**config.mk**
```make
export PLATFORM = sky130hd
export DESIGN_NAME = dau_core
export DESIGN_NICKNAME = d
export VERILOG_FILES = /design/src/core/dau_pkg.sv /design/src/core/dau_core.sv /design/src/core/dau_edge.sv
export SDC_FILE = /design/constraint.sdc
export NUM_CORES = 1
export LEC_CHECK = 0
export ABC_CLOCK_PERIOD_IN_PS = 2800
export BUFFER_PORTS_ARGS = -buffer_cell sky130_fd_sc_hd__buf_4
export CORE_MARGIN = 1
export CORE_UTILIZATION = 52
export CTS_CLUSTER_DIAMETER = 30
export DETAILED_ROUTE_END_ITERATION = 8
export PLACE_DENSITY_LB_ADDON = 0.25
export SETUP_SLACK_MARGIN = 0.3
export SLEW_MARGIN = 20
export SYNTH_ARGS = -nofsm -noshare
export SYNTH_HDL_FRONTEND = slang
export SYNTH_HIERARCHICAL = 1
export SYNTH_SLANG_ARGS = --single-unit
export TNS_END_PERCENT = 50
```
**constraint.sdc**
```tcl
create_clock -name hclk -period 2.8 [get_ports hclk]
set_input_delay 0.14 -clock hclk [delete_from_list [all_inputs] [get_ports hclk]]
set_output_delay 0.14 -clock hclk [all_outputs]
set_load 0.02 [all_outputs]
```
**src/core/dau_pkg.sv**
```systemverilog
// Purpose: Shared constants and types for the analog output update and I/O decode block.
// Assumes: AHB-Lite word access; each 8-bit I/O location takes one aligned 32-bit word.
// Notes: Byte address of a location is four times its I/O address within the decoded field.
// Functional notes
// - The update mode comes from six static switch inputs, each active only when its switch is ON.
// - A pair with neither enable active loads a channel's converter at once on a write of its high byte.
// - Enable pair 0 governs channels 0 and 1, pair 1 channels 2 and 3, pair 2 channels 4 and 5.
// - Pairs with the software enable active load their converters together on a read of any converter address.
// - Pairs with the external enable active load both converters together on a falling edge of their update input.
// - Each pair's external update is gated by one of the port C lower lines 0 to 2.
// - The device answers a block of sixteen consecutive I/O addresses from its base.
// - The block is selected by comparing I/O address bits 9 to 4 with six base switches.
// - A base switch OFF requires a one on its address bit and ON requires a zero.
// - I/O address bits 3 to 0 pick the location inside the block.
// - Offsets 0 to 11 take channel data, even low byte and odd high byte; 12 to 15 go to the parallel port.
// - Codes are right justified: high byte bits 3 to 0 are the top nibble, the low byte the rest.
// - Channel pairs in different update modes do not disturb each other.
package dau_pkg;

  localparam int DAU_NUM_CH = 6;
  localparam int DAU_NUM_PAIRS = 3;
  localparam int DAU_DAC_W = 12;
  localparam int DAU_LO_W = 8;
  localparam int DAU_HI_W = 4;
  localparam int DAU_BYTE_W = 8;
  localparam int DAU_DATA_W = 32;
  localparam int DAU_SW_W = 6;

  // Byte address fields: I/O bits 3..0 sit at haddr 5..2, I/O bits 9..4 at haddr 11..6.
  localparam int DAU_OFS_LSB = 2;
  localparam int DAU_OFS_MSB = 5;
  localparam int DAU_BASE_LSB = 6;
  localparam int DAU_BASE_MSB = 11;

  localparam logic [3:0] DAU_OFS_DAC_LAST = 4'hB;
  localparam logic [3:0] DAU_OFS_PPI_FIRST = 4'hC;

  // Update mode switch bank layout: external enables first, then software enables.
  localparam int DAU_MODE_EX_LSB = 0;
  localparam int DAU_MODE_SM_LSB = 3;

  localparam logic DAU_HRESP_OKAY = 1'b0;
  localparam logic [DAU_DATA_W-1:0] DAU_RDATA_RESET = 32'h0000_0000;
  localparam logic [DAU_DAC_W-1:0] DAU_CODE_RESET = 12'h000;

  typedef enum logic [1:0] {
    DAU_ST_IDLE,
    DAU_ST_ACT,
    DAU_ST_RESP
  } dau_state_t;

endpackage

```
**src/core/dau_core.sv**
```systemverilog
// Purpose: Six-channel converter input registers, update sequencing and I/O decode behind AHB-Lite.
// Assumes: Single word transfers; inputs synchronous to hclk; switch inputs are 1 when ON.
// Notes: Every transfer to the block takes three data-phase cycles, hreadyout low for two.
`timescale 1ns/1ps
module dau_core #(
  parameter int NUM_CH = dau_pkg::DAU_NUM_CH,
  parameter int NUM_PAIRS = dau_pkg::DAU_NUM_PAIRS
) (
  // Clock and reset
  input wire logic hclk,
  input wire logic hresetn,
  // AHB-Lite slave
  input wire logic hsel,
  input wire logic [31:0] haddr,
  input wire logic [1:0] htrans,
  input wire logic hwrite,
  input wire logic [2:0] hsize,
  input wire logic [31:0] hwdata,
  input wire logic hready,
  output logic hreadyout_q,
  output logic hresp_q,
  output logic [31:0] hrdata_q,
  // Static switches
  input wire logic [dau_pkg::DAU_SW_W-1:0] base_addr_switch_on,
  input wire logic [dau_pkg::DAU_SW_W-1:0] update_mode_switch_bank,
  // External update lines (port C upper) and their gates (port C lower)
  input wire logic [NUM_PAIRS-1:0] ext_update_n,
  input wire logic [NUM_PAIRS-1:0] ext_update_gate,
  // Converter latches
  output logic [NUM_CH-1:0][dau_pkg::DAU_DAC_W-1:0] dac_code_q,
  output logic [NUM_CH-1:0] dac_load_q,
  // Parallel port access strobes
  output logic ppi_wr_q,
  output logic ppi_rd_q,
  output logic [1:0] ppi_addr_q,
  output logic [7:0] ppi_wdata_q,
  input wire logic [7:0] ppi_rdata
);

  localparam int OFS_W = dau_pkg::DAU_OFS_MSB - dau_pkg::DAU_OFS_LSB + 1;

  // Offsets 0 to 11 belong to the converters.
  function automatic logic is_dac_ofs(input logic [OFS_W-1:0] ofs);
    return ofs <= dau_pkg::DAU_OFS_DAC_LAST;
  endfunction

  // A switch that is ON asks for a zero on its address bit, OFF asks for a one.
  function automatic logic base_match(input logic [dau_pkg::DAU_SW_W-1:0] abits,
                                      input logic [dau_pkg::DAU_SW_W-1:0] sw_on);
    return abits == ~sw_on;
  endfunction

  dau_pkg::dau_state_t state_q;
  dau_pkg::dau_state_t state_d;
  logic hit_q;
  logic hit_d;
  logic wr_q;
  logic wr_d;
  logic [OFS_W-1:0] ofs_q;
  logic [OFS_W-1:0] ofs_d;
  logic hreadyout_d;
  logic [31:0] hrdata_d;
  logic ppi_wr_d;
  logic ppi_rd_d;
  logic [1:0] ppi_addr_d;
  logic [7:0] ppi_wdata_d;
  logic accept;

  logic [NUM_CH-1:0][dau_pkg::DAU_DAC_W-1:0] in_code_q;
  logic [NUM_CH-1:0][dau_pkg::DAU_DAC_W-1:0] in_code_d;
  logic [NUM_CH-1:0][dau_pkg::DAU_DAC_W-1:0] dac_code_d;
  logic [NUM_CH-1:0] dac_load_d;

  logic [NUM_PAIRS-1:0] ex_en;
  logic [NUM_PAIRS-1:0] sm_en;
  logic [NUM_PAIRS-1:0] ext_fall;
  logic act_wr_dac;
  logic act_rd_dac;
  logic [NUM_CH-1:0] hi_write;

  // Only ON switches count; each pair has its own enable bits.
  assign ex_en = update_mode_switch_bank[dau_pkg::DAU_MODE_EX_LSB +: NUM_PAIRS];
  assign sm_en = update_mode_switch_bank[dau_pkg::DAU_MODE_SM_LSB +: NUM_PAIRS];

  assign accept = hsel & hready & htrans[1];

  dau_edge #(
    .N(NUM_PAIRS)
  ) u_edge (
    .clk(hclk),
    .rst_n(hresetn),
    .level(ext_update_n),
    .fall(ext_fall)
  );

  // Bus sequencing: capture address phase, act in the first data cycle, answer in the second.
  always_comb begin
    state_d = state_q;
    hit_d = hit_q;
    wr_d = wr_q;
    ofs_d = ofs_q;
    hreadyout_d = hreadyout_q;
    hrdata_d = hrdata_q;
    unique case (state_q)
      dau_pkg::DAU_ST_IDLE: begin
        if (accept) begin
          hit_d = base_match(haddr[dau_pkg::DAU_BASE_MSB:dau_pkg::DAU_BASE_LSB],
                             base_addr_switch_on);
          wr_d = hwrite;
          ofs_d = haddr[dau_pkg::DAU_OFS_MSB:dau_pkg::DAU_OFS_LSB];
          hreadyout_d = 1'b0;
          state_d = dau_pkg::DAU_ST_ACT;
        end
      end
      dau_pkg::DAU_ST_ACT: begin
        state_d = dau_pkg::DAU_ST_RESP;
      end
      dau_pkg::DAU_ST_RESP: begin
        // Converter reads and unmapped reads answer zero; software must not use it.
        hrdata_d = ppi_rd_q ? {24'h00_0000, ppi_rdata} : dau_pkg::DAU_RDATA_RESET;
        hreadyout_d = 1'b1;
        state_d = dau_pkg::DAU_ST_IDLE;
      end
    endcase
  end

  always_ff @(posedge hclk or negedge hresetn) begin
    if (!hresetn) begin
      state_q <= dau_pkg::DAU_ST_IDLE;
      hit_q <= 1'b0;
      wr_q <= 1'b0;
      ofs_q <= '0;
      hreadyout_q <= 1'b1;
      hresp_q <= dau_pkg::DAU_HRESP_OKAY;
      hrdata_q <= dau_pkg::DAU_RDATA_RESET;
    end else begin
      state_q <= state_d;
      hit_q <= hit_d;
      wr_q <= wr_d;
      ofs_q <= ofs_d;
      hreadyout_q <= hreadyout_d;
      hresp_q <= dau_pkg::DAU_HRESP_OKAY;
      hrdata_q <= hrdata_d;
    end
  end

  // Parallel port strobes last one cycle, during the response cycle of the transfer.
  always_comb begin
    ppi_wr_d = 1'b0;
    ppi_rd_d = 1'b0;
    ppi_addr_d = ppi_addr_q;
    ppi_wdata_d = ppi_wdata_q;
    if (state_q == dau_pkg::DAU_ST_ACT && hit_q && !is_dac_ofs(ofs_q)) begin
      ppi_wr_d = wr_q;
      ppi_rd_d = !wr_q;
      ppi_addr_d = ofs_q[1:0];
      ppi_wdata_d = hwdata[dau_pkg::DAU_BYTE_W-1:0];
    end
  end

  always_ff @(posedge hclk or negedge hresetn) begin
    if (!hresetn) begin
      ppi_wr_q <= 1'b0;
      ppi_rd_q <= 1'b0;
      ppi_addr_q <= 2'h0;
      ppi_wdata_q <= 8'h00;
    end else begin
      ppi_wr_q <= ppi_wr_d;
      ppi_rd_q <= ppi_rd_d;
      ppi_addr_q <= ppi_addr_d;
      ppi_wdata_q <= ppi_wdata_d;
    end
  end

  assign act_wr_dac = (state_q == dau_pkg::DAU_ST_ACT) && hit_q && wr_q && is_dac_ofs(ofs_q);
  assign act_rd_dac = (state_q == dau_pkg::DAU_ST_ACT) && hit_q && !wr_q && is_dac_ofs(ofs_q);

  // Input registers take the written bytes; converter latches follow only on an update event.
  always_comb begin
    in_code_d = in_code_q;
    dac_code_d = dac_code_q;
    dac_load_d = '0;
    hi_write = '0;
    for (int c = 0; c < NUM_CH; c++) begin
      if (act_wr_dac && (ofs_q[OFS_W-1:1] == (OFS_W-1)'(c))) begin
        if (ofs_q[0]) begin
          // High byte holds the top nibble in its low bits; the rest is ignored.
          in_code_d[c][dau_pkg::DAU_DAC_W-1:dau_pkg::DAU_LO_W] = hwdata[dau_pkg::DAU_HI_W-1:0];
          hi_write[c] = 1'b1;
        end else begin
          in_code_d[c][dau_pkg::DAU_LO_W-1:0] = hwdata[dau_pkg::DAU_LO_W-1:0];
        end
      end
    end
    for (int c = 0; c < NUM_CH; c++) begin
      // Each pair looks only at its own enables, so modes mix freely.
      if ((hi_write[c] && !ex_en[c/2] && !sm_en[c/2])
          || (act_rd_dac && sm_en[c/2])
          || (ext_fall[c/2] && ex_en[c/2] && ext_update_gate[c/2])) begin
        dac_code_d[c] = in_code_d[c];
        dac_load_d[c] = 1'b1;
      end
    end
  end

  always_ff @(posedge hclk or negedge hresetn) begin
    if (!hresetn) begin
      in_code_q <= {NUM_CH{dau_pkg::DAU_CODE_RESET}};
      dac_code_q <= {NUM_CH{dau_pkg::DAU_CODE_RESET}};
      dac_load_q <= '0;
    end else begin
      in_code_q <= in_code_d;
      dac_code_q <= dac_code_d;
      dac_load_q <= dac_load_d;
    end
  end

  // The transfer size is not checked: only whole words are issued to this block.
  logic unused_ok;
  assign unused_ok = ^{hsize, haddr[31:dau_pkg::DAU_BASE_MSB+1], haddr[1:0], hwdata[31:dau_pkg::DAU_BYTE_W]};

endmodule

```
**src/core/dau_edge.sv**
```systemverilog
// Purpose: Falling edge detection on the external update inputs.
// Assumes: Inputs are synchronous to the clock.
// Notes: Output pulse is combinational from the stored previous level.
`timescale 1ns/1ps
module dau_edge #(
  parameter int N = 3
) (
  // Clock and reset
  input wire logic clk,
  input wire logic rst_n,
  // Levels and detected edges
  input wire logic [N-1:0] level,
  output logic [N-1:0] fall
);

  logic [N-1:0] prev_q;
  logic [N-1:0] prev_d;

  // Reset to high, so an input held low through reset counts as an edge in the first cycle after reset.
  always_comb begin
    prev_d = level;
  end

  always_ff @(posedge clk or negedge rst_n) begin
    if (!rst_n) begin
      prev_q <= '1;
    end else begin
      prev_q <= prev_d;
    end
  end

  genvar g;
  generate
    for (g = 0; g < N; g++) begin : g_fall
      assign fall[g] = prev_q[g] & ~level[g];
    end
  endgenerate

endmodule

```
# --- Yosys cells after proc, flatten, opt, wreduce, memory -nomap -nowiden ---
# Index checks and enable logic that the tools add are counted.
totals:
  out_inout_bits: 124
  regBits: 206
  input_bits: 100
  word_cells: 139
op_classes:
  n_mux: 38
  n_eq_ne: 9
  n_bitwise: 9
  n_reduce_logical: 58
  order_cmp: 1
ops:
  columns: ["op", "n"]
  rows:
  - ["12-bit two-way mux", 6]
  - ["8-bit two-way mux", 7]
  - ["1-bit logical AND", 33]
  - ["4-bit two-way mux", 6]
  - ["1-bit two-way mux", 16]
  - ["1-bit logical OR", 12]
  - ["1-bit logical NOT", 8]
  - ["3-bit by 2-bit equality test with 1-bit output (second input constant)", 2]
  - ["3-bit equality test (second input constant)", 2]
  - ["6-bit equality test", 1]
  - ["6-bit NOT", 1]
  - ["2-bit case mux with 3 select lines", 1]
  - ["1-bit bitwise AND", 5]
  - ["4-bit less-or-equal comparator (second input constant)", 1]
  - ["2-bit AND reduction", 2]
  - ["3-bit by 1-bit equality test with 1-bit output (second input constant)", 1]
  - ["3-bit logical NOT", 1]
  - ["1-bit NOT", 3]
  - ["2-bit by 1-bit equality test with 1-bit output (second input constant)", 1]
  - ["2-bit equality test (second input constant)", 1]
  - ["2-bit logical NOT", 1]
  - ["2-bit two-way mux", 1]
  - ["2-bit != test (second input constant)", 1]
  - ["1-bit case mux with 2 select lines", 1]
  - ["2-bit nonzero test", 1]

# --- Logic depth before layout (Yosys ltp) ---
logic_depth:
  word_depth: 11
  mapped_depth: 9
  depth_no_buf: 6

# --- Modules after synthesis ---
# The synthesis kept the hierarchy.
by_module_without_submodules:
  columns: ["module", "cells_each", "n_inst", "seq_area_each_um2", "area_each_um2"]
  rows:
  - ["dau_core", 482, 1, 4480.5, 7374.6]
  - ["dau_edge", 6, 1, 78.8, 120.1]

# --- Worst setup path after synthesis ---
# OpenSTA, ideal clock, no wires.
synth_timing:
  path_kind: "reg-to-reg"
  startpoint: "register state_q[1]"
  endpoint: "register dac_code_q[44] in the netlist's numbering"
  setup_slack_ns: 0.765
  arrival_time_ns: 1.910
  period_less_slack_ns: 2.035
  setup_time_ns: 0.125
  path_stages_with_launch: 9
  n_path_buf: 2
  required_time_ns: 2.675
  cell_sequence: "dfrtp_1 inv_1 ha_1 and4b_1 buf_6 and4_4 buf_6 mux2_2 mux2_4"
synth_rtl:
  columns: ["element", "line", "rtl"]
  rows:
  - ["start: declaration", "dau_core.sv:53", "dau_pkg::dau_state_t state_q;"]
  - ["start signal: assignment", "dau_core.sv:129", "state_q <= dau_pkg::DAU_ST_IDLE;"]
  - ["start signal: assignment", "dau_core.sv:137", "state_q <= state_d;"]
  - ["end signal: assignment", "dau_core.sv:209", "dac_code_q <= {NUM_CH{dau_pkg::DAU_CODE_RESET}};"]
  - ["end signal: assignment", "dau_core.sv:213", "dac_code_q <= dac_code_d;"]
  - ["end: declaration", "dau_core.sv:30", "output logic [NUM_CH-1:0][dau_pkg::DAU_DAC_W-1:0] dac_code_q,"]

==> flow_summary.json <==
{
  "run_status": "completed",
  "grt.overflow.total": 0,
  "worst-r2r-cell-count": 6,
  "p_leak_nw": 4.65,
  "gpl.final_weighted_congestion": 0.766,
  "achievable-frequency_mhz": 417,
  "syn2layout_area_growth_pct": 26.2,
  "critPathKind": "flip-flop to flip-flop",
  "grt_pass1_vias": 4373,
  "multi_input_gate_area_um2": 2630,
  "timing.final.max_slew_violations": 0,
  "timing_hold_violations_final": 0,
  "synth_top_cell_by_area": "sky130_fd_sc_hd__dfrtp_1",
  "detailedPlacementHpwl_mm": 10.1,
  "wire_per_inst_um": 17.9,
  "cts_root_buffer": "sky130_fd_sc_hd__clkbuf_16",
  "grt_max_degree": 75,
  "nNetsFinal": 757,
  "crit-reg2reg-capture": "dac_code_q[40]$_DFFE_PN0P_",
  "post_synthesis_register_bit_count": 182,
  "numPortBuffers": 148,
  "antenna_found_initial": 0,
  "htree_levels": 4,
  "drc": 0,
  "synthTopCellsByArea": "sky130_fd_sc_hd__dfrtp_1 59%, sky130_fd_sc_hd__mux2_2 20%, sky130_fd_sc_hd__mux2_4 5.2%",
  "crit_arrival_ns": 2.72,
  "core_region_area_um2": 14000,
  "drt_iter0_drc": 144,
  "post-synth-top-area-fraction_pct": 59.4,
  "syn_area_per_cell_um2": 15.4,
  "fp.dieArea_um2": 14900,
  "fin_crit_ns": 2.40,
  "synthesis.yosys.warnings": 6,
  "layout_commonest_cell": "sky130_fd_sc_hd__dfrtp_1",
  "drv.max_cap_violation_count": 0,
  "holdCritPathClass": "input pin to flip-flop",
  "cts_inserted_buffers": 17,
  "maxSlewHeadroom_pct": 54.6,
  "fillCellCount": 1001,
  "tns_ns": 0,
  "cell_area_synth_um2": 7490,
  "post-route-period-util_pct": 85.7,
  "peakVddDrop_mv": 0.442,
  "cts-root-to-sink-buffers": 2,
  "crit_path_start_kind": "flip-flop",
  "worstMarginPinSlew_ns": 0.681,
  "die_height_um": 122,
  "antenna_violating_nets_post_route": 0,
  "power.total_mw": 6.97,
  "worst_ep_required_time_ns": 3.12,
  "setup_repair_after_global_routing_missed_its_margin": "false",
  "finalSetupViolCount": 0,
  "dr.pass1.iters": 4,
  "pwr_density_cell_nw_per_um2": 736,
  "boundaryPins": 224,
  "clock_tree_from_tritoncts": "yes",
  "crit_fanout": 8,
  "post_drt_via_cell_ratio": 5.14,
  "vias": 4350,
  "critical_path.startpoint": "state_q[1]$_DFFE_PN0P_",
  "worst_r2r_startpoint": "state_q[1]$_DFFE_PN0P_",
  "timing.clock.skew_ns": 0.00771,
  "area.sequential_um2": 4560,
  "postLayoutCoreUtil_pct": 67.6,
  "totalWireLength_mm": 15.2,
  "antenna-diode-count": 0,
  "initial_core_util_pct": 53.6,
  "clk_latency_ns": 0.43,
  "layout-drive-gt1-share_pct": 54.2,
  "clock-sinks": 182,
  "worstSetupEndpoint": "dac_code_q[40]$_DFFE_PN0P_",
  "reg2reg_slack_ns": 0.40,
  "most-common-layout-cells": "178 x sky130_fd_sc_hd__dfrtp_1, 150 x sky130_fd_sc_hd__buf_4, 132 x sky130_fd_sc_hd__mux2_2",
  "hold-worst-slack_ns": 0.0202,
  "end_kind": "flip-flop",
  "first_pass_grt_wire_length_mm": 23.5,
  "grt_use_total_pct": 21.7,
  "seq_area_frac_synth_pct": 60.8,
  "yosysUniqueCellTypes": 43,
  "syn-instance-count": 488,
  "dieWidth_um": 122,
  "clk_transition_reported_paths_ns": 0.07,
  "rows": 43
}
[worst min path at each step]
stage	start	endpoint	slack [ns]	cells after the start
finish	haddr[9]	hit_q$_DFFE_PN0P_	0.02	3
global route	haddr[9]	hit_q$_DFFE_PN0P_	0.01	3
CTS	haddr[8]	hit_q$_DFFE_PN0P_	0.008	3
detailed placement	hresetn	dac_code_q[44]$_DFFE_PN0P_	0.21	1
global placement	hresetn	dac_load_q[3]$_DFF_PN0_	0.21	1
floorplan	hresetn	dac_code_q[0]$_DFFE_PN0P_	-0.16	0
[sequential cells by signal, summed over array words and instances (netlist names), 2 cells and up]
signal and count:
dac_code_q 72, dac_load_q 6, hrdata_q 8, in_code_q 72, ofs_q 4, ppi_addr_q 2, ppi_wdata_q 8, state_q 2
u_edge/prev_q 3
[critical path, stage by stage, from the launching register on]
cell,delay (ns)
sky130_fd_sc_hd__dfrtp_1,0.38
sky130_fd_sc_hd__inv_1,0.09
sky130_fd_sc_hd__ha_1,0.21
sky130_fd_sc_hd__and4b_1,0.46
sky130_fd_sc_hd__and4b_2,0.48
sky130_fd_sc_hd__mux2_2,0.39
sky130_fd_sc_hd__mux2_4,0.27
[cell usage after synthesis (all sizes together)]
cell	number
and4b	5
clkbuf	6
buf	42
xor2	4
nor3	1
and2	1
nand4	2
nor2	8
a21boi	2
o41ai	1
nand2	9
and4	2
ha	3
inv	15
o21ai	10
dfstp	4
mux2	159
nand4b	1
o31ai	2
nor2b	4
nand3	13
xnor2	2
conb	1
a21oi	6
and3	4
dfrtp	178
mux2i	1
nor3b	2
[where the power goes]
part | switching (mW) | internal (mW)
sequential | 0.246 | 2.92
clock | 0.941 | 1.56
combinational | 0.677 | 0.618
total | 1.86 | 5.10
[stage by stage]
stage / cells / worst slack (ns) / cell area (um^2)
6_report: 846 / 0.400 / 9460
5_1_grt: 846 / 0.307 / 9460
4_1_cts: 845 / 0.396 / 9440
3_5_place_dp: 797 / 0.279 / 8640
3_3_place_gp: 797 / 0.334 / 8640
2_1_floorplan: 512 / 0.765 / 7580
[layout make-up]
class,count,area share [%]
flip-flops and latches,182,48.2
multi-input cells,267,27.8
clock inverters,8,1.56
inverters,15,0.595
clock buffers,23,5.05
repair buffers,171,14.5
well taps,180,2.38
[timing repair]
| action | CTS | global route |
|---|---|---|
| hold buffers | 17 | 0 |
| setup buffers | 0 | 1 |
| endpoints found under the setup margin | 17 | 3 |
| resized for setup | 2 | 0 |
| hold endpoints to repair | 86 | 0 |
| pin swaps | 0 | 1 |
[layer usage]
metal	up-vias	part of all wire (%)	global-route usage, %
met5	-	0	0
met4	0	1.1	7.32
met3	13	5.9	5.99
met2	149	49	34.1
met1	2208	44	29.1
li1	1980	-	-
[kinds of logic (layout without fill, tap and decap cells)]
kind of cell | Yosys count | in the layout | share of synthesized area (%)
buffers and inverters | 63 | 217 | 5.44
flip-flops | 182 | 182 | 60.8
multiplexers | 160 | 160 | 25.3
AO/OA/AOI/OAI | 21 | 21 | 2.45
XOR/XNOR | 6 | 6 | 0.701
adder cells (fa/ha/maj) | 3 | 3 | 0.501
AND/OR/NAND/NOR | 52 | 52 | 4.69
other | 1 | 25 | 0.0500
No activity file was read; power rests on OpenSTA's default activity.
